$ cat config.mk
export PLATFORM = sky130hd
export DESIGN_NAME = boot_dev_flat
export DESIGN_NICKNAME = d
export VERILOG_FILES = /design/src/design/boot_loader_pkg.sv /design/src/design/boot_link_if.sv /design/src/design/boot_dev.sv /design/src/design/serial_frame.sv /design/src/flat_wrapper.sv
export VERILOG_INCLUDE_DIRS = /design/src /design/src/design
export SDC_FILE = /design/constraint.sdc
export NUM_CORES = 1
export LEC_CHECK = 0
export BUFFER_PORTS_ARGS = -buffer_cell sky130_fd_sc_hd__clkbuf_2
export CAP_MARGIN = 5
export CORE_ASPECT_RATIO = 0.5
export CORE_MARGIN = 3
export CORE_UTILIZATION = 35
export CTS_CLUSTER_DIAMETER = 30
export DETAILED_ROUTE_END_ITERATION = 10
export PLACE_DENSITY = 0.52
export SKIP_LAST_GASP = 1
export SYNTH_ARGS = -nofsm -noshare
export SYNTH_HDL_FRONTEND = slang
export SYNTH_SLANG_ARGS = --single-unit
$ cat constraint.sdc
create_clock -name clk_sys_i -period 21.7 [get_ports clk_sys_i]
set_input_delay 1.085 -clock clk_sys_i [delete_from_list [all_inputs] [get_ports clk_sys_i]]
set_output_delay 1.085 -clock clk_sys_i [all_outputs]
set_load 0.1 [all_outputs]
$ cat src/design/boot_loader_defs.svh
// constants shared by both ends of the serial boot link
`ifndef BOOT_LOADER_DEFS_SVH
`define BOOT_LOADER_DEFS_SVH
// ----------------------------------------------------------------
// protocol bytes
// ----------------------------------------------------------------
`define SYNC1_A 8'h86
`define SYNC1_B 8'h30
`define SYNC2_A 8'h79
`define SYNC2_B 8'hCF
`define CMD_RAM_LOAD 8'h60
`define CMD_FLASH_SUM 8'h90
`define ERR_RX 8'hA1
`define ERR_FLASH 8'hA3
`define ERR_CMD 8'h63
`define ERR_REPEAT 2'd3
`define SUM_ALL_BLANK 8'hAA
`define SUM_NOT_BLANK 8'h55
`define HEX_MARK 8'h3A
`define HEX_TYPE_END 8'h01
`define PW_ADDR_BYTES 5'd6
// ----------------------------------------------------------------
// timing
// ----------------------------------------------------------------
`define CLK_HZ 250000000
`define HOST_BAUD_HZ 115200
`define HOST_BIT_CYCLES (`CLK_HZ / `HOST_BAUD_HZ)
`define REPLY_TMO_BITS 40
`define HOST_TMO_CYCLES (`HOST_BIT_CYCLES * `REPLY_TMO_BITS)
`endif

$ cat src/design/boot_loader_pkg.sv
// state types of the serial boot link ends
package boot_loader_pkg;
  typedef enum logic [3:0] {
    DEV_BAUD_LO, DEV_BAUD_HI, DEV_BAUD_TAIL, DEV_SYNC2, DEV_CMD, DEV_ADDR,
    DEV_PW, DEV_REC, DEV_SEND, DEV_JUMP, DEV_LOCK
  } dev_state_t;
  typedef enum logic [1:0] {
    HOST_IDLE, HOST_SEND, HOST_WAIT
  } host_state_t;
endpackage

$ cat src/design/boot_link_if.sv
// two-wire asynchronous serial link between programming controller and device
`timescale 1ns/100ps
`default_nettype none
interface boot_link_if;
  logic h2d;
  logic d2h;
  modport dev (input h2d, output d2h);
  modport host (output h2d, input d2h);
endinterface
`default_nettype wire

$ cat src/design/boot_dev.sv
// device end: serial boot command handler for ram load and flash checksum
`include "boot_loader_defs.svh"
`timescale 1ns/100ps
`default_nettype none
module boot_dev (
  input wire logic clk_sys_i,
  input wire logic arst_n_i,
  boot_link_if.dev link,
  input wire logic [23:0] pw_cnt_addr_i,
  input wire logic [23:0] pw_cmp_addr_i,
  input wire logic pw_blank_i,
  input wire logic [7:0] pw_len_i,
  input wire logic [7:0] pw_byte_i,
  output logic [7:0] pw_idx_o,
  input wire logic security_en_i,
  input wire logic flash_ready_i,
  input wire logic flash_blank_i,
  input wire logic [15:0] flash_sum_i,
  output logic ram_we_o,
  output logic [15:0] ram_addr_o,
  output logic [7:0] ram_wdata_o,
  output logic jump_o,
  output logic [15:0] jump_addr_o,
  output logic lock_o
);
  boot_loader_pkg::dev_state_t st_q, after_q;
  logic [15:0] bit_q, meas_q, lo_q, tail_q;
  logic [7:0] q_q [3];
  logic [1:0] q_n_q, q_i_q;
  logic tx_go_q, tx_busy, rx_valid, rx_err;
  logic [7:0] tx_data_q, rx_data;
  logic [47:0] addr_sh_q;
  logic [4:0] cnt_q;
  logic [7:0] pw_idx_q, rec_len_q, rec_sum_q;
  logic [2:0] rec_pos_q;
  logic [15:0] rec_addr_q, load_sum_q, first_addr_q;
  logic first_seen_q, we_q, jump_q;
  logic [7:0] wdata_q;
  logic [17:0] lo_x2, hi_x3;
  logic is_sync1_b, baud_ok;
  logic [15:0] bit_est, tail_est;
  logic [7:0] rec_sum_nx;
  logic [7:0] err_code;

  serial_frame u_frame (
    .clk_sys_i(clk_sys_i),
    .arst_n_i(arst_n_i),
    .bit_cycles_i(bit_q),
    .rx_en_i(st_q != boot_loader_pkg::DEV_BAUD_LO && st_q != boot_loader_pkg::DEV_BAUD_HI
             && st_q != boot_loader_pkg::DEV_BAUD_TAIL),
    .rxd_i(link.h2d),
    .tx_start_i(tx_go_q),
    .tx_data_i(tx_data_q),
    .txd_o(link.d2h),
    .tx_busy_o(tx_busy),
    .rx_valid_o(rx_valid),
    .rx_data_o(rx_data),
    .rx_err_o(rx_err)
  );

  // ----------------------------------------------------------------
  // baud estimate from the first byte
  // ----------------------------------------------------------------
  // 0x86 starts with 2 low then 2 high bits, 0x30 with 5 low then 2 high
  always_comb begin
    lo_x2 = {1'b0, lo_q, 1'b0};
    hi_x3 = {2'b00, meas_q} + {1'b0, meas_q, 1'b0};
    is_sync1_b = lo_x2 > hi_x3;
    bit_est = is_sync1_b ? lo_q / 16'd5 : lo_q >> 1;
    tail_est = is_sync1_b ? 16'((bit_est << 1) + (bit_est >> 1))
                          : 16'((bit_est << 2) + bit_est + (bit_est >> 1));
    // ratio must fit one of the two patterns, otherwise stay silent
    baud_ok = (bit_est != 16'h0000) && (is_sync1_b || ({2'b00, meas_q} << 1) <= {2'b00, lo_q}
              + {1'b0, lo_q, 1'b0});
    rec_sum_nx = rec_sum_q + rx_data;
    // a frame error outranks the command code, which may itself be corrupt
    err_code = rx_err ? `ERR_RX : (rx_data == `CMD_FLASH_SUM) ? `ERR_FLASH : `ERR_CMD;
  end

  // ----------------------------------------------------------------
  // command sequencer
  // ----------------------------------------------------------------
  always_ff @(posedge clk_sys_i or negedge arst_n_i) begin
    if (!arst_n_i) begin
      st_q <= boot_loader_pkg::DEV_BAUD_LO;
      after_q <= boot_loader_pkg::DEV_LOCK;
      bit_q <= 16'h0001;
      meas_q <= 16'h0000;
      lo_q <= 16'h0000;
      tail_q <= 16'h0000;
      q_q <= '{8'h00, 8'h00, 8'h00};
      q_n_q <= 2'd0;
      q_i_q <= 2'd0;
      tx_go_q <= 1'b0;
      tx_data_q <= 8'h00;
      addr_sh_q <= 48'h0;
      cnt_q <= 5'd0;
      pw_idx_q <= 8'h00;
      jump_q <= 1'b0;
    end else begin
      tx_go_q <= 1'b0;
      jump_q <= 1'b0;
      case (st_q)
        boot_loader_pkg::DEV_BAUD_LO: begin
          if (!link.h2d) begin
            meas_q <= meas_q + 16'h0001;
          end else if (meas_q != 16'h0000) begin
            lo_q <= meas_q;
            meas_q <= 16'h0001;
            st_q <= boot_loader_pkg::DEV_BAUD_HI;
          end
        end
        boot_loader_pkg::DEV_BAUD_HI: begin
          if (link.h2d) begin
            meas_q <= meas_q + 16'h0001;
          end else if (baud_ok) begin
            bit_q <= bit_est;
            tail_q <= tail_est;
            q_q[0] <= is_sync1_b ? `SYNC1_B : `SYNC1_A;
            st_q <= boot_loader_pkg::DEV_BAUD_TAIL;
          end else begin
            meas_q <= 16'h0000;
            st_q <= boot_loader_pkg::DEV_BAUD_LO;
          end
        end
        boot_loader_pkg::DEV_BAUD_TAIL: begin
          if (tail_q != 16'h0000) begin
            tail_q <= tail_q - 16'h0001;
          end else if (link.h2d) begin
            q_n_q <= 2'd1;
            q_i_q <= 2'd0;
            after_q <= boot_loader_pkg::DEV_SYNC2;
            st_q <= boot_loader_pkg::DEV_SEND;
          end else begin
            meas_q <= 16'h0000;
            st_q <= boot_loader_pkg::DEV_BAUD_LO;
          end
        end
        boot_loader_pkg::DEV_SYNC2: begin
          if (rx_valid) begin
            if (!rx_err && (rx_data == `SYNC2_A || rx_data == `SYNC2_B)) begin
              q_q[0] <= rx_data;
              q_n_q <= 2'd1;
              q_i_q <= 2'd0;
              after_q <= boot_loader_pkg::DEV_CMD;
              st_q <= boot_loader_pkg::DEV_SEND;
            end else begin
              st_q <= boot_loader_pkg::DEV_LOCK;
            end
          end
        end
        boot_loader_pkg::DEV_CMD: begin
          if (rx_valid) begin
            q_i_q <= 2'd0;
            st_q <= boot_loader_pkg::DEV_SEND;
            cnt_q <= 5'd0;
            if (rx_err || (rx_data != `CMD_RAM_LOAD && rx_data != `CMD_FLASH_SUM)
                || (rx_data == `CMD_FLASH_SUM && !flash_ready_i)) begin
              q_q <= '{err_code, err_code, err_code};
              q_n_q <= `ERR_REPEAT;
              after_q <= boot_loader_pkg::DEV_LOCK;
            end else if (rx_data == `CMD_RAM_LOAD) begin
              q_q[0] <= `CMD_RAM_LOAD;
              q_n_q <= 2'd1;
              after_q <= boot_loader_pkg::DEV_ADDR;
            end else begin
              // no echo: the blank flag leads the answer
              q_q <= '{flash_blank_i ? `SUM_ALL_BLANK : `SUM_NOT_BLANK,
                       flash_sum_i[15:8], flash_sum_i[7:0]};
              q_n_q <= 2'd3;
              after_q <= boot_loader_pkg::DEV_CMD;
            end
          end
        end
        boot_loader_pkg::DEV_ADDR: begin
          if (rx_valid) begin
            if (rx_err) begin
              st_q <= boot_loader_pkg::DEV_LOCK;
            end else begin
              addr_sh_q <= {addr_sh_q[39:0], rx_data};
              cnt_q <= cnt_q + 5'd1;
            end
          end else if (cnt_q == `PW_ADDR_BYTES) begin
            pw_idx_q <= 8'h00;
            if (security_en_i || addr_sh_q[47:24] != pw_cnt_addr_i
                || addr_sh_q[23:0] != pw_cmp_addr_i) begin
              st_q <= boot_loader_pkg::DEV_LOCK;
            end else if (pw_blank_i || pw_len_i == 8'h00) begin
              st_q <= boot_loader_pkg::DEV_REC;
            end else begin
              st_q <= boot_loader_pkg::DEV_PW;
            end
          end
        end
        boot_loader_pkg::DEV_PW: begin
          if (rx_valid) begin
            if (rx_err || rx_data != pw_byte_i) begin
              st_q <= boot_loader_pkg::DEV_LOCK;
            end else if (pw_idx_q == pw_len_i - 8'h01) begin
              st_q <= boot_loader_pkg::DEV_REC;
            end
            pw_idx_q <= pw_idx_q + 8'h01;
          end
        end
        boot_loader_pkg::DEV_REC: begin
          if (rx_valid) begin
            // bad mark, bad record checksum or bad frame: answer nothing
            if (rx_err || (rec_pos_q == 3'd0 && rx_data != `HEX_MARK)
                || (rec_pos_q == 3'd6 && rec_sum_nx != 8'h00)) begin
              st_q <= boot_loader_pkg::DEV_LOCK;
            end else if (rec_pos_q == 3'd6 && rec_len_q == 8'h00 && rx_data != 8'h00
                         && addr_sh_q[7:0] == `HEX_TYPE_END) begin
              q_q[0] <= load_sum_q[15:8];
              q_q[1] <= load_sum_q[7:0];
              q_n_q <= 2'd2;
              q_i_q <= 2'd0;
              after_q <= boot_loader_pkg::DEV_JUMP;
              st_q <= boot_loader_pkg::DEV_SEND;
            end else if (rec_pos_q == 3'd4) begin
              addr_sh_q[7:0] <= rx_data;
            end
          end
        end
        boot_loader_pkg::DEV_SEND: begin
          if (!tx_go_q && !tx_busy) begin
            if (q_i_q != q_n_q) begin
              tx_data_q <= q_q[q_i_q];
              tx_go_q <= 1'b1;
              q_i_q <= q_i_q + 2'd1;
            end else begin
              st_q <= after_q;
            end
          end
        end
        boot_loader_pkg::DEV_JUMP: begin
          jump_q <= 1'b1;
          st_q <= boot_loader_pkg::DEV_LOCK;
        end
        default: begin
          st_q <= boot_loader_pkg::DEV_LOCK;
        end
      endcase
    end
  end

  // ----------------------------------------------------------------
  // hex record walker and ram write port
  // ----------------------------------------------------------------
  // the end record's type byte is kept in addr_sh_q[7:0] by the sequencer
  always_ff @(posedge clk_sys_i or negedge arst_n_i) begin
    if (!arst_n_i) begin
      rec_pos_q <= 3'd0;
      rec_len_q <= 8'h00;
      rec_sum_q <= 8'h00;
      rec_addr_q <= 16'h0000;
      load_sum_q <= 16'h0000;
      first_addr_q <= 16'h0000;
      first_seen_q <= 1'b0;
      we_q <= 1'b0;
      wdata_q <= 8'h00;
    end else begin
      we_q <= 1'b0;
      if (st_q == boot_loader_pkg::DEV_REC && rx_valid && !rx_err) begin
        rec_sum_q <= (rec_pos_q == 3'd0) ? 8'h00 : rec_sum_nx;
        case (rec_pos_q)
          3'd0: rec_pos_q <= 3'd1;
          3'd1: begin
            rec_len_q <= rx_data;
            rec_pos_q <= 3'd2;
          end
          3'd2: begin
            rec_addr_q[15:8] <= rx_data;
            rec_pos_q <= 3'd3;
          end
          3'd3: begin
            rec_addr_q[7:0] <= rx_data;
            rec_pos_q <= 3'd4;
          end
          3'd4: rec_pos_q <= (rec_len_q == 8'h00) ? 3'd6 : 3'd5;
          3'd5: begin
            we_q <= 1'b1;
            wdata_q <= rx_data;
            load_sum_q <= load_sum_q + {8'h00, rx_data};
            rec_addr_q <= rec_addr_q + 16'h0001;
            rec_len_q <= rec_len_q - 8'h01;
            if (!first_seen_q) begin
              first_seen_q <= 1'b1;
              first_addr_q <= rec_addr_q;
            end
            if (rec_len_q == 8'h01) begin
              rec_pos_q <= 3'd6;
            end
          end
          default: rec_pos_q <= 3'd0;
        endcase
      end
    end
  end

  assign ram_we_o = we_q;
  assign ram_addr_o = rec_addr_q - 16'h0001;
  assign ram_wdata_o = wdata_q;
  assign jump_o = jump_q;
  assign jump_addr_o = first_addr_q;
  assign pw_idx_o = pw_idx_q;
  assign lock_o = (st_q == boot_loader_pkg::DEV_LOCK);
endmodule // boot_dev
`default_nettype wire

$ cat src/design/serial_frame.sv
// one start bit, eight data bits lsb first, one stop bit; bit time set at run time
`timescale 1ns/100ps
`default_nettype none
module serial_frame (
  input wire logic clk_sys_i,
  input wire logic arst_n_i,
  input wire logic [15:0] bit_cycles_i,
  input wire logic rx_en_i,
  input wire logic rxd_i,
  input wire logic tx_start_i,
  input wire logic [7:0] tx_data_i,
  output logic txd_o,
  output logic tx_busy_o,
  output logic rx_valid_o,
  output logic [7:0] rx_data_o,
  output logic rx_err_o
);
  logic rx_act_q, tx_act_q, txd_q, rx_valid_q, rx_err_q;
  logic [15:0] rx_cnt_q, tx_cnt_q;
  logic [3:0] rx_bit_q, tx_bit_q;
  logic [7:0] rx_sh_q, rx_data_q, tx_sh_q;

  // ----------------------------------------------------------------
  // receiver, sampling mid-bit
  // ----------------------------------------------------------------
  always_ff @(posedge clk_sys_i or negedge arst_n_i) begin
    if (!arst_n_i) begin
      rx_act_q <= 1'b0;
      rx_cnt_q <= 16'h0000;
      rx_bit_q <= 4'h0;
      rx_sh_q <= 8'h00;
      rx_data_q <= 8'h00;
      rx_valid_q <= 1'b0;
      rx_err_q <= 1'b0;
    end else begin
      rx_valid_q <= 1'b0;
      if (!rx_act_q) begin
        if (rx_en_i && !rxd_i) begin
          rx_act_q <= 1'b1;
          rx_cnt_q <= bit_cycles_i >> 1;
          rx_bit_q <= 4'h0;
        end
      end else if (rx_cnt_q != 16'h0000) begin
        rx_cnt_q <= rx_cnt_q - 16'h0001;
      end else begin
        rx_cnt_q <= bit_cycles_i - 16'h0001;
        rx_bit_q <= rx_bit_q + 4'h1;
        if (rx_bit_q == 4'h0) begin
          // a glitch shorter than half a bit is not a start bit
          if (rxd_i) begin
            rx_act_q <= 1'b0;
          end
        end else if (rx_bit_q == 4'h9) begin
          rx_act_q <= 1'b0;
          rx_valid_q <= 1'b1;
          rx_err_q <= !rxd_i;
          rx_data_q <= rx_sh_q;
        end else begin
          rx_sh_q <= {rxd_i, rx_sh_q[7:1]};
        end
      end
    end
  end

  // ----------------------------------------------------------------
  // transmitter
  // ----------------------------------------------------------------
  always_ff @(posedge clk_sys_i or negedge arst_n_i) begin
    if (!arst_n_i) begin
      tx_act_q <= 1'b0;
      txd_q <= 1'b1;
      tx_cnt_q <= 16'h0000;
      tx_bit_q <= 4'h0;
      tx_sh_q <= 8'h00;
    end else if (!tx_act_q) begin
      if (tx_start_i) begin
        tx_act_q <= 1'b1;
        txd_q <= 1'b0;
        tx_sh_q <= tx_data_i;
        tx_cnt_q <= bit_cycles_i - 16'h0001;
        tx_bit_q <= 4'h0;
      end
    end else if (tx_cnt_q != 16'h0000) begin
      tx_cnt_q <= tx_cnt_q - 16'h0001;
    end else if (tx_bit_q == 4'h9) begin
      tx_act_q <= 1'b0;
    end else begin
      // the ninth shift puts the stop bit on the line
      txd_q <= (tx_bit_q == 4'h8) ? 1'b1 : tx_sh_q[0];
      tx_sh_q <= {1'b1, tx_sh_q[7:1]};
      tx_bit_q <= tx_bit_q + 4'h1;
      tx_cnt_q <= bit_cycles_i - 16'h0001;
    end
  end

  assign txd_o = txd_q;
  assign tx_busy_o = tx_act_q;
  assign rx_valid_o = rx_valid_q;
  assign rx_data_o = rx_data_q;
  assign rx_err_o = rx_err_q;
endmodule // serial_frame
`default_nettype wire
$ cat src/flat_wrapper.sv
// flat-port wrapper written by rule: the top's interface ports become plain ports
module boot_dev_flat 
  (clk_sys_i, arst_n_i, pw_cnt_addr_i, pw_cmp_addr_i, pw_blank_i, pw_len_i, pw_byte_i, pw_idx_o, security_en_i, flash_ready_i, flash_blank_i, flash_sum_i, ram_we_o, ram_addr_o, ram_wdata_o, jump_o, jump_addr_o, lock_o, link_h2d, link_d2h);
  boot_link_if link_i ();
  input wire logic clk_sys_i;
  input wire logic arst_n_i;
  input wire logic [23:0] pw_cnt_addr_i;
  input wire logic [23:0] pw_cmp_addr_i;
  input wire logic pw_blank_i;
  input wire logic [7:0] pw_len_i;
  input wire logic [7:0] pw_byte_i;
  output logic [7:0] pw_idx_o;
  input wire logic security_en_i;
  input wire logic flash_ready_i;
  input wire logic flash_blank_i;
  input wire logic [15:0] flash_sum_i;
  output logic ram_we_o;
  output logic [15:0] ram_addr_o;
  output logic [7:0] ram_wdata_o;
  output logic jump_o;
  output logic [15:0] jump_addr_o;
  output logic lock_o;
  input wire logic [$bits(link_i.h2d)-1:0] link_h2d;
  output wire logic [$bits(link_i.d2h)-1:0] link_d2h;
  assign link_i.h2d = link_h2d;
  assign link_d2h = link_i.d2h;
  boot_dev u_core (.clk_sys_i(clk_sys_i), .arst_n_i(arst_n_i), .link(link_i), .pw_cnt_addr_i(pw_cnt_addr_i), .pw_cmp_addr_i(pw_cmp_addr_i), .pw_blank_i(pw_blank_i), .pw_len_i(pw_len_i), .pw_byte_i(pw_byte_i), .pw_idx_o(pw_idx_o), .security_en_i(security_en_i), .flash_ready_i(flash_ready_i), .flash_blank_i(flash_blank_i), .flash_sum_i(flash_sum_i), .ram_we_o(ram_we_o), .ram_addr_o(ram_addr_o), .ram_wdata_o(ram_wdata_o), .jump_o(jump_o), .jump_addr_o(jump_addr_o), .lock_o(lock_o));
endmodule
==> results of run 1 <==
## metrics by stage
step | instance area (um2) | setup WS, ns
after CTS | 32500 | 1.77
after global routing | 32500 | 0.0413
after floorplan | 27900 | 6.31
after global placement | 29600 | 2.43
final | 32500 | 1.54
after detailed placement | 29600 | 1.87
## worst paths after layout
kind,from,endpoint,slack (ns),cells after the start
setup / recovery,u_core.lo_q[3],u_core.meas_q[15],1.54,57
hold / removal,u_core.first_seen_q,u_core.first_seen_q,0.45,1
max in group asynchronous,arst_n_i,u_core.lo_q[3],19.72,2
hold reg to reg,u_core.first_seen_q,u_core.first_seen_q,0.45,1
min in group asynchronous,arst_n_i,u_core.addr_sh_q[27],0.49,1
setup reg to reg,u_core.lo_q[3],u_core.meas_q[15],1.54,57
## worst register-to-register path: cells and delay by family (launching register included)
kind / cells / cell delay [ns]
AO/OA/AOI/OAI: 22 / 6.37
XOR/XNOR: 2 / 0.47
adder cells (fa/ha/maj): 3 / 0.69
buffers and inverters: 4 / 1.02
flip-flops: 1 / 0.68
multiplexers: 1 / 0.58
AND/OR/NAND/NOR: 25 / 10.28
## cell type report
cell class | instances | area [um2]
fillers | 7926 | 45600
multi-input cells | 2840 | 18900
flip-flops and latches | 316 | 7910
clock buffers | 103 | 2210
well taps | 1036 | 1300
repair buffers | 187 | 1080
clock inverters | 46 | 678
inverters | 135 | 507
diodes | 1 | 2.50
## cell usage after synthesis, types with 9 or more instances
cell type  number  share of area, %
o21a_1         21              0.57
nor4_1         48               1.1
nand2b_1       34              0.76
nand3_1        94               1.7
o22ai_1        23              0.52
a21oi_1       270               4.8
mux2_2         59               2.4
o211ai_1       38               1.0
buf_1          12              0.16
o31a_1          9              0.28
buf_2          25              0.45
or2_1          11              0.25
a22o_1         23              0.72
a21o_1         47               1.3
a22oi_1        15              0.40
a21boi_0        9              0.24
xnor2_1       170               5.3
ha_1          163               7.3
fa_1           18               1.3
a31oi_1        58               1.3
or3_1          34              0.76
xor2_1         79               2.5
and3_1         47               1.1
and4_1         10              0.31
nor3_1         80               1.4
nand3b_1       13              0.35
nand2_1       425               5.7
mux2i_1        38               1.4
nand4_1        53               1.2
and2_1         28              0.63
or2_2          20              0.45
o21ai_0       233               4.2
dfrtp_1       312                28
nor2b_1        29              0.65
or4_1          14              0.38
o21ai_1        46              0.83
o31ai_1        30              0.81
o21bai_1       32              0.86
o22a_1         10              0.31
inv_1         133               1.8
a211oi_1       22              0.59
nor2_1        277               3.7
clkbuf_1      105               1.4
## flip-flops by register name, summed over array words and instances, names as in the netlist, 15 cells and up
signal and count:
u_core.addr_sh_q 48, u_core.bit_q 15, u_core.jump_addr_o 16, u_core.lo_q 16, u_core.load_sum_q 16, u_core.meas_q 16, u_core.q_q 24, u_core.rec_addr_q 16
u_core.tail_q 16, u_core.u_frame.rx_cnt_q 16, u_core.u_frame.tx_cnt_q 16
## power by group through the flow
stage | Sequential [mW] | Combinational (mW) | Clock, mW
6_report | 0.624 | 0.0754 | 1.25
5_1_grt | 0.626 | 0.0865 | 1.31
3_5_place_dp | 0.632 | 0.0766 | 0
3_3_place_gp | 0.631 | 0.0751 | 0
4_1_cts | 0.624 | 0.0767 | 1.28
2_1_floorplan | 0.628 | 0.0430 | 0
## kinds of logic (layout without fill, tap and decap cells)
kind of cell	after synthesis	count (layout)	synth area share [%]
AO/OA/AOI/OAI	1038	1038	24.6
XOR/XNOR	251	251	7.94
adder cells (fa/ha/maj)	181	181	8.61
buffers and inverters	286	471	4.15
flip-flops	316	316	28.4
multiplexers	104	104	4.06
other	0	1	0
AND/OR/NAND/NOR	1266	1266	22.3
## routing by layer
metal / vias up / track usage [%]
met5: - / 0
met4: 0 / 5.94
met3: 120 / 2.61
met2: 644 / 34.0
met1: 12800 / 28.8
li1: 12800 / -
## repair_timing
action,in CTS,in global routing
setup buffers,0,0
hold buffers,0,0
hold endpoints to repair,0,0
gates resized for setup,0,2
endpoints found under the setup margin,0,1
==> impl_metrics.env, run 1 <==
export IMPL_grt_pass1_wl_um=141000
export IMPL_setup_tns_ns=0
export IMPL_dieArea_um2=83300
export IMPL_syn_area_um2=27900
export IMPL_clock_root_buffer="clkbuf_16"
export IMPL_fmax_mhz=49.6
export IMPL_yosysSeqAreaShare_pct=28.4
export IMPL_switchingPower_mw=0.460
export IMPL_cp_required_ns=22.21
export IMPL_clk_path_buf_depth=3
export IMPL_fin_nets=3829
export IMPL_layout_common_cells="nand2_1 (425), dfrtp_1 (312), nor2_1 (275)"
export IMPL_crit_fanout=22
export IMPL_worstSetupStartpointType="flip-flop"
export IMPL_fin_util_pct=41.7
export IMPL_cts_buffers=81
export IMPL_worst_hold_slack_ns=0.454
export IMPL_synth_seq_cells=316
export IMPL_fin_skew_ns=0.0327
export IMPL_hold_viol_final=0
export IMPL_gr_total_overflow=0
export IMPL_cts_sinks=316
export IMPL_vias=26400
export IMPL_worstPathArrival_ns=20.68
export IMPL_clockPowerShare_pct=64.2
export IMPL_gp_congestion=0.872
export IMPL_sw_frac_of_total_pct=23.5
export IMPL_ys_async_sr_fraction_pct=100
export IMPL_final_cells=4664
export IMPL_syn_avg_cell_area_um2=8.10
export IMPL_dr_first_iter_drc_count=1858
export IMPL_cp_end_kind="flip-flop"
export IMPL_dpl_hpwl_um=65200
export IMPL_fp_dieH_um=206
export IMPL_wl_met2_um=40300
export IMPL_pwr_share_comb_pct=3.9
export IMPL_syn2layout_area_growth_pct=16.7
export IMPL_synth_distinct_cells=127
export IMPL_drv_cap=0
export IMPL_yosysWarningCount=0
export IMPL_leakage_nw=14.7
export IMPL_layout_commonest_cell="nand2_1"
export IMPL_crit_type="reg -> reg"
export IMPL_max_slew_margin_pct=11.8
export IMPL_syn_inst=3442
export IMPL_viasPerCell=5.66
export IMPL_vdd_drop_max_v=0.0000566
export IMPL_drive_gt1_share_pct=13.4
export IMPL_status="completed"
export IMPL_cp_slowest_cell="nor2b_1"
export IMPL_synth_nets=3710
export IMPL_fin_crit_ns=20.16
export IMPL_drv_slew=0
export IMPL_drt_total_wl_um=87600
export IMPL_insertion_delay_ns=0.62
export IMPL_grt_pass1_vias=25500
export IMPL_grt_max_degree=155
export IMPL_seqPwrFrac_pct=32.0
export IMPL_powerDensity_nw_per_um2=60.0
export IMPL_tritoncts="built"
export IMPL_drc=0
export IMPL_min_period_over_period_pct=92.9
export IMPL_rows=72
export IMPL_antenna_found_initial=2
export IMPL_worstHoldPathType="reg -> reg"
export IMPL_grt_usage_pct=20.8
export IMPL_tightest_slew_ns=1.31
export IMPL_initial_utilization_pct=35.7
export IMPL_rsz0062_at_grt="false"
export IMPL_power_mw=1.95
export IMPL_h_tree_depth=3
export IMPL_critPathBufInv=4
export IMPL_clkTransAtPathRegs_ns=0.04
export IMPL_firstDrtPassIters=5
export IMPL_dr_wl_met3_um=3610
export IMPL_synth_edf_count=0
export IMPL_io_pins=139
export IMPL_io_buffers=138
export IMPL_wl_met1_um=41800
export IMPL_crit_family="simple AND/OR/NAND/NOR gates"
export IMPL_ys_flop_type="dfrtp_1"
export IMPL_dp_cells=4514
export IMPL_post_drt_wl_per_cell_um=18.8
export IMPL_coreArea_um2=78100
export IMPL_intPower_mw=1.49
export IMPL_slowest_delay_ns=0.81
export IMPL_dieWidth_um=405
export IMPL_ant_nets=0
export IMPL_top_layer="met4"
export IMPL_setup_viol=0
Power figures use the tool's default switching activity.
==> inputs of run 2 (changes only) <==
--- a/config.mk
+++ b/config.mk
@@ -13,8 +13,9 @@
 export CORE_UTILIZATION = 35
 export CTS_CLUSTER_DIAMETER = 30
 export DETAILED_ROUTE_END_ITERATION = 10
-export PLACE_DENSITY = 0.52
+export PLACE_DENSITY = 0.57
 export SKIP_LAST_GASP = 1
 export SYNTH_ARGS = -nofsm -noshare
 export SYNTH_HDL_FRONTEND = slang
+export SYNTH_HIERARCHICAL = 1
 export SYNTH_SLANG_ARGS = --single-unit
==> run 2 against run 1 <==
Net effect: hold slack got worse by 0.0031 ns; combinational power increased to 25 times the previous value; core utilization up 0.19 points; critical path depth is 13 higher; via count up 3.3%; final cell count increased by 3.3%; fmax up 0.58%; critical endpoint is now u_core/tail_q[14]; largest power group is now combinational cells; highest routed layer unchanged.
==> impl_metrics.env, run 2 <==
export IMPL_wl_met1_um=42300
export IMPL_crit_type="reg -> reg"
export IMPL_worstSetupStartpointType="flip-flop"
export IMPL_slowest_delay_ns=0.71
export IMPL_fmax_mhz=49.9
export IMPL_cts_sinks=316
export IMPL_yosys_top_cells_area="dfrtp_1 (27%), ha_1 (7.0%), nand2_1 (5.6%)"
export IMPL_drive_gt1_share_pct=14.5
export IMPL_hold_viol_final=0
export IMPL_critPathBufInv=5
export IMPL_grt_usage_pct=20.1
export IMPL_grt_max_degree=148
export IMPL_n_antenna_cell=0
export IMPL_setup_viol=0
export IMPL_syn_inst=3548
export IMPL_syn_area_um2=28900
export IMPL_powerDensity_nw_per_um2=115
export IMPL_tritoncts="built"
export IMPL_clock_root_buffer="clkbuf_16"
export IMPL_h_tree_depth=3
export IMPL_crit_fanout=15
export IMPL_worstHoldPathType="reg -> reg"
export IMPL_dieArea_um2=86400
export IMPL_ys_async_sr_fraction_pct=100
export IMPL_pre_cts_ws_ns=0.820
export IMPL_synth_seq_cells=316
export IMPL_io_pins=139
export IMPL_grt_pass1_wl_um=144000
export IMPL_dr_first_iter_drc_count=2080
export IMPL_yosysWarningCount=6
export IMPL_antenna_found_initial=0
export IMPL_leakage_nw=15.0
export IMPL_ys_flop_type="dfrtp_1"
export IMPL_drv_slew=0
export IMPL_endpoint="u_core/tail_q[14]"
export IMPL_top_register="u_core/addr_sh_q"
export IMPL_worst_slack_ns=1.65
export IMPL_coreArea_um2=80700
export IMPL_dieWidth_um=413
export IMPL_dr_wl_met3_um=3680
export IMPL_gr_total_overflow=0
export IMPL_synth_most_common_cell="nand2_1"
export IMPL_hold_depth=1
export IMPL_max_slew_margin_pct=23.0
export IMPL_yosys_area_top_type_share_pct=27.0
export IMPL_firstDrtPassIters=8
export IMPL_wl_met2_um=41700
export IMPL_setup_tns_ns=0
export IMPL_yosysSeqAreaShare_pct=27.3
export IMPL_top_layer="met4"
export IMPL_fin_skew_ns=0.0271
export IMPL_clkTransAtPathRegs_ns=0.05
export IMPL_synth_distinct_cells=124
export IMPL_initial_utilization_pct=35.9
export IMPL_worstSetupPathDepth=70
export IMPL_cts_buffers=79
export IMPL_crit_start="u_core/lo_q[1]"
export IMPL_syn2layout_area_growth_pct=16.6
export IMPL_reg_largest_list="u_core/addr_sh_q (48), u_core/q_q (24)"
export IMPL_rows=73
export IMPL_grt_pass1_vias=26200
export IMPL_worstHoldStart="u_core/first_seen_q"
export IMPL_vias=27300
export IMPL_cp_end_kind="flip-flop"
export IMPL_fin_nets=3936
export IMPL_vdd_drop_max_v=0.000131
export IMPL_clk_path_buf_depth=3
export IMPL_post_drt_wl_per_cell_um=18.5
export IMPL_ff2ff_setup_slack_ns=1.65
export IMPL_fp_dieH_um=209
export IMPL_drv_cap=0
export IMPL_cts_hold_buf=0
export IMPL_layout_common_cells="nand2_1 (435), dfrtp_1 (311), nor2_1 (274)"
export IMPL_synth_common_cells="nand2_1 (435), dfrtp_1 (312), nor2_1 (275)"
export IMPL_tightest_slew_ns=1.16
export IMPL_status="completed"
export IMPL_worstPathArrival_ns=20.56
export IMPL_ant_nets=0
export IMPL_fin_crit_ns=20.05
export IMPL_rsz0062_at_grt="false"
export IMPL_ff2ff_path_depth=70
export IMPL_io_buffers=138
export IMPL_syn_avg_cell_area_um2=8.16
export IMPL_yosys_area_top_type="dfrtp_1"
export IMPL_viasPerCell=5.66
export IMPL_cp_required_ns=22.22
export IMPL_drt_total_wl_um=89300
export IMPL_largest_register_ffs=48
export IMPL_gp_congestion=0.934
export IMPL_r2r_end="u_core/tail_q[14]"
export IMPL_layout_commonest_cell="nand2_1"
export IMPL_dpl_hpwl_um=66600
export IMPL_r2r_start="u_core/lo_q[1]"
export IMPL_synth_edf_count=0
export IMPL_cp_slowest_cell="or4_1"
export IMPL_min_period_over_period_pct=92.4
export IMPL_crit_family="simple AND/OR/NAND/NOR gates"
export IMPL_power_mw=3.89
export IMPL_insertion_delay_ns=0.60
export IMPL_drc=0
export IMPL_cpMostUsedCell="a21oi_1"
-- run 2: cell types whose count changed after synthesis, sizes merged, moves of 11 or more --
cell / before / now
mux2: 66 / 92
a22o: 23 / 12
a31oi: 59 / 34
mux2i: 38 / 62
nand2: 426 / 437
and3: 48 / 27
xor2: 80 / 97
nor3: 86 / 99
a211oi: 24 / 36
clkbuf: 105 / 122
a21oi: 277 / 246
-- run 2: timing repair --
item                       CTS  global route
setup endpoints to repair    0            24
gates resized for setup      0            12
setup buffers                0             3
-- run 2: area by class of cell --
cell class / instances / area (um2)
Inverter: 140 / 526
Sequential cell: 316 / 7910
Timing Repair Buffer: 197 / 1160
Clock buffer: 91 / 2100
Fill cell: 8007 / 46900
Multi-Input combinational cell: 2934 / 19900
Clock inverter: 55 / 792
Tap cell: 1087 / 1360
-- run 2: cells by family (layout without fill, tap and decap cells) --
kind of cell	after synthesis	after routing	synth area share (%)
flip-flops	316	316	27.3
buffers and inverters	299	483	4.18
XOR/XNOR	275	275	8.46
AND/OR/NAND/NOR	1295	1295	22.0
other	1	2	0.0130
AO/OA/AOI/OAI	1026	1026	23.9
adder cells (fa/ha/maj)	182	182	8.33
multiplexers	154	154	5.75
-- run 2: worst min path at each step --
stage | endpoint | slack [ns]
2_1_floorplan | u_core/first_seen_q | 0.43
4_1_cts | u_core/first_seen_q | 0.46
5_1_grt | u_core/first_seen_q | 0.48
6_report | u_core/first_seen_q | 0.45
3_5_place_dp | u_core/first_seen_q | 0.45
3_3_place_gp | u_core/first_seen_q | 0.44
-- run 2: where the power goes --
group	total, mW	internal, mW	switching [mW]
combinational	1.85	0.696	1.16
clock	1.27	0.880	0.392
sequential	0.765	0.667	0.0988
total	3.89	2.24	1.65
-- run 2: through the flow --
stage,area [um2],hold WS [ns],instances,utilization (%)
5_1_grt,33800,0.479,4820,41.9
4_1_cts,33700,0.457,4817,41.7
3_3_place_gp,30800,0.441,4671,38.1
3_5_place_dp,30800,0.447,4671,38.1
2_1_floorplan,28900,0.426,3549,-
6_report,33800,0.451,4820,41.9
-- run 2: metal layers --
layer	track usage, %	vias to the layer above
li1	-	13300
met1	28.2	13300
met2	33.2	659
met3	2.40	118
met4	4.29	0
met5	0	-
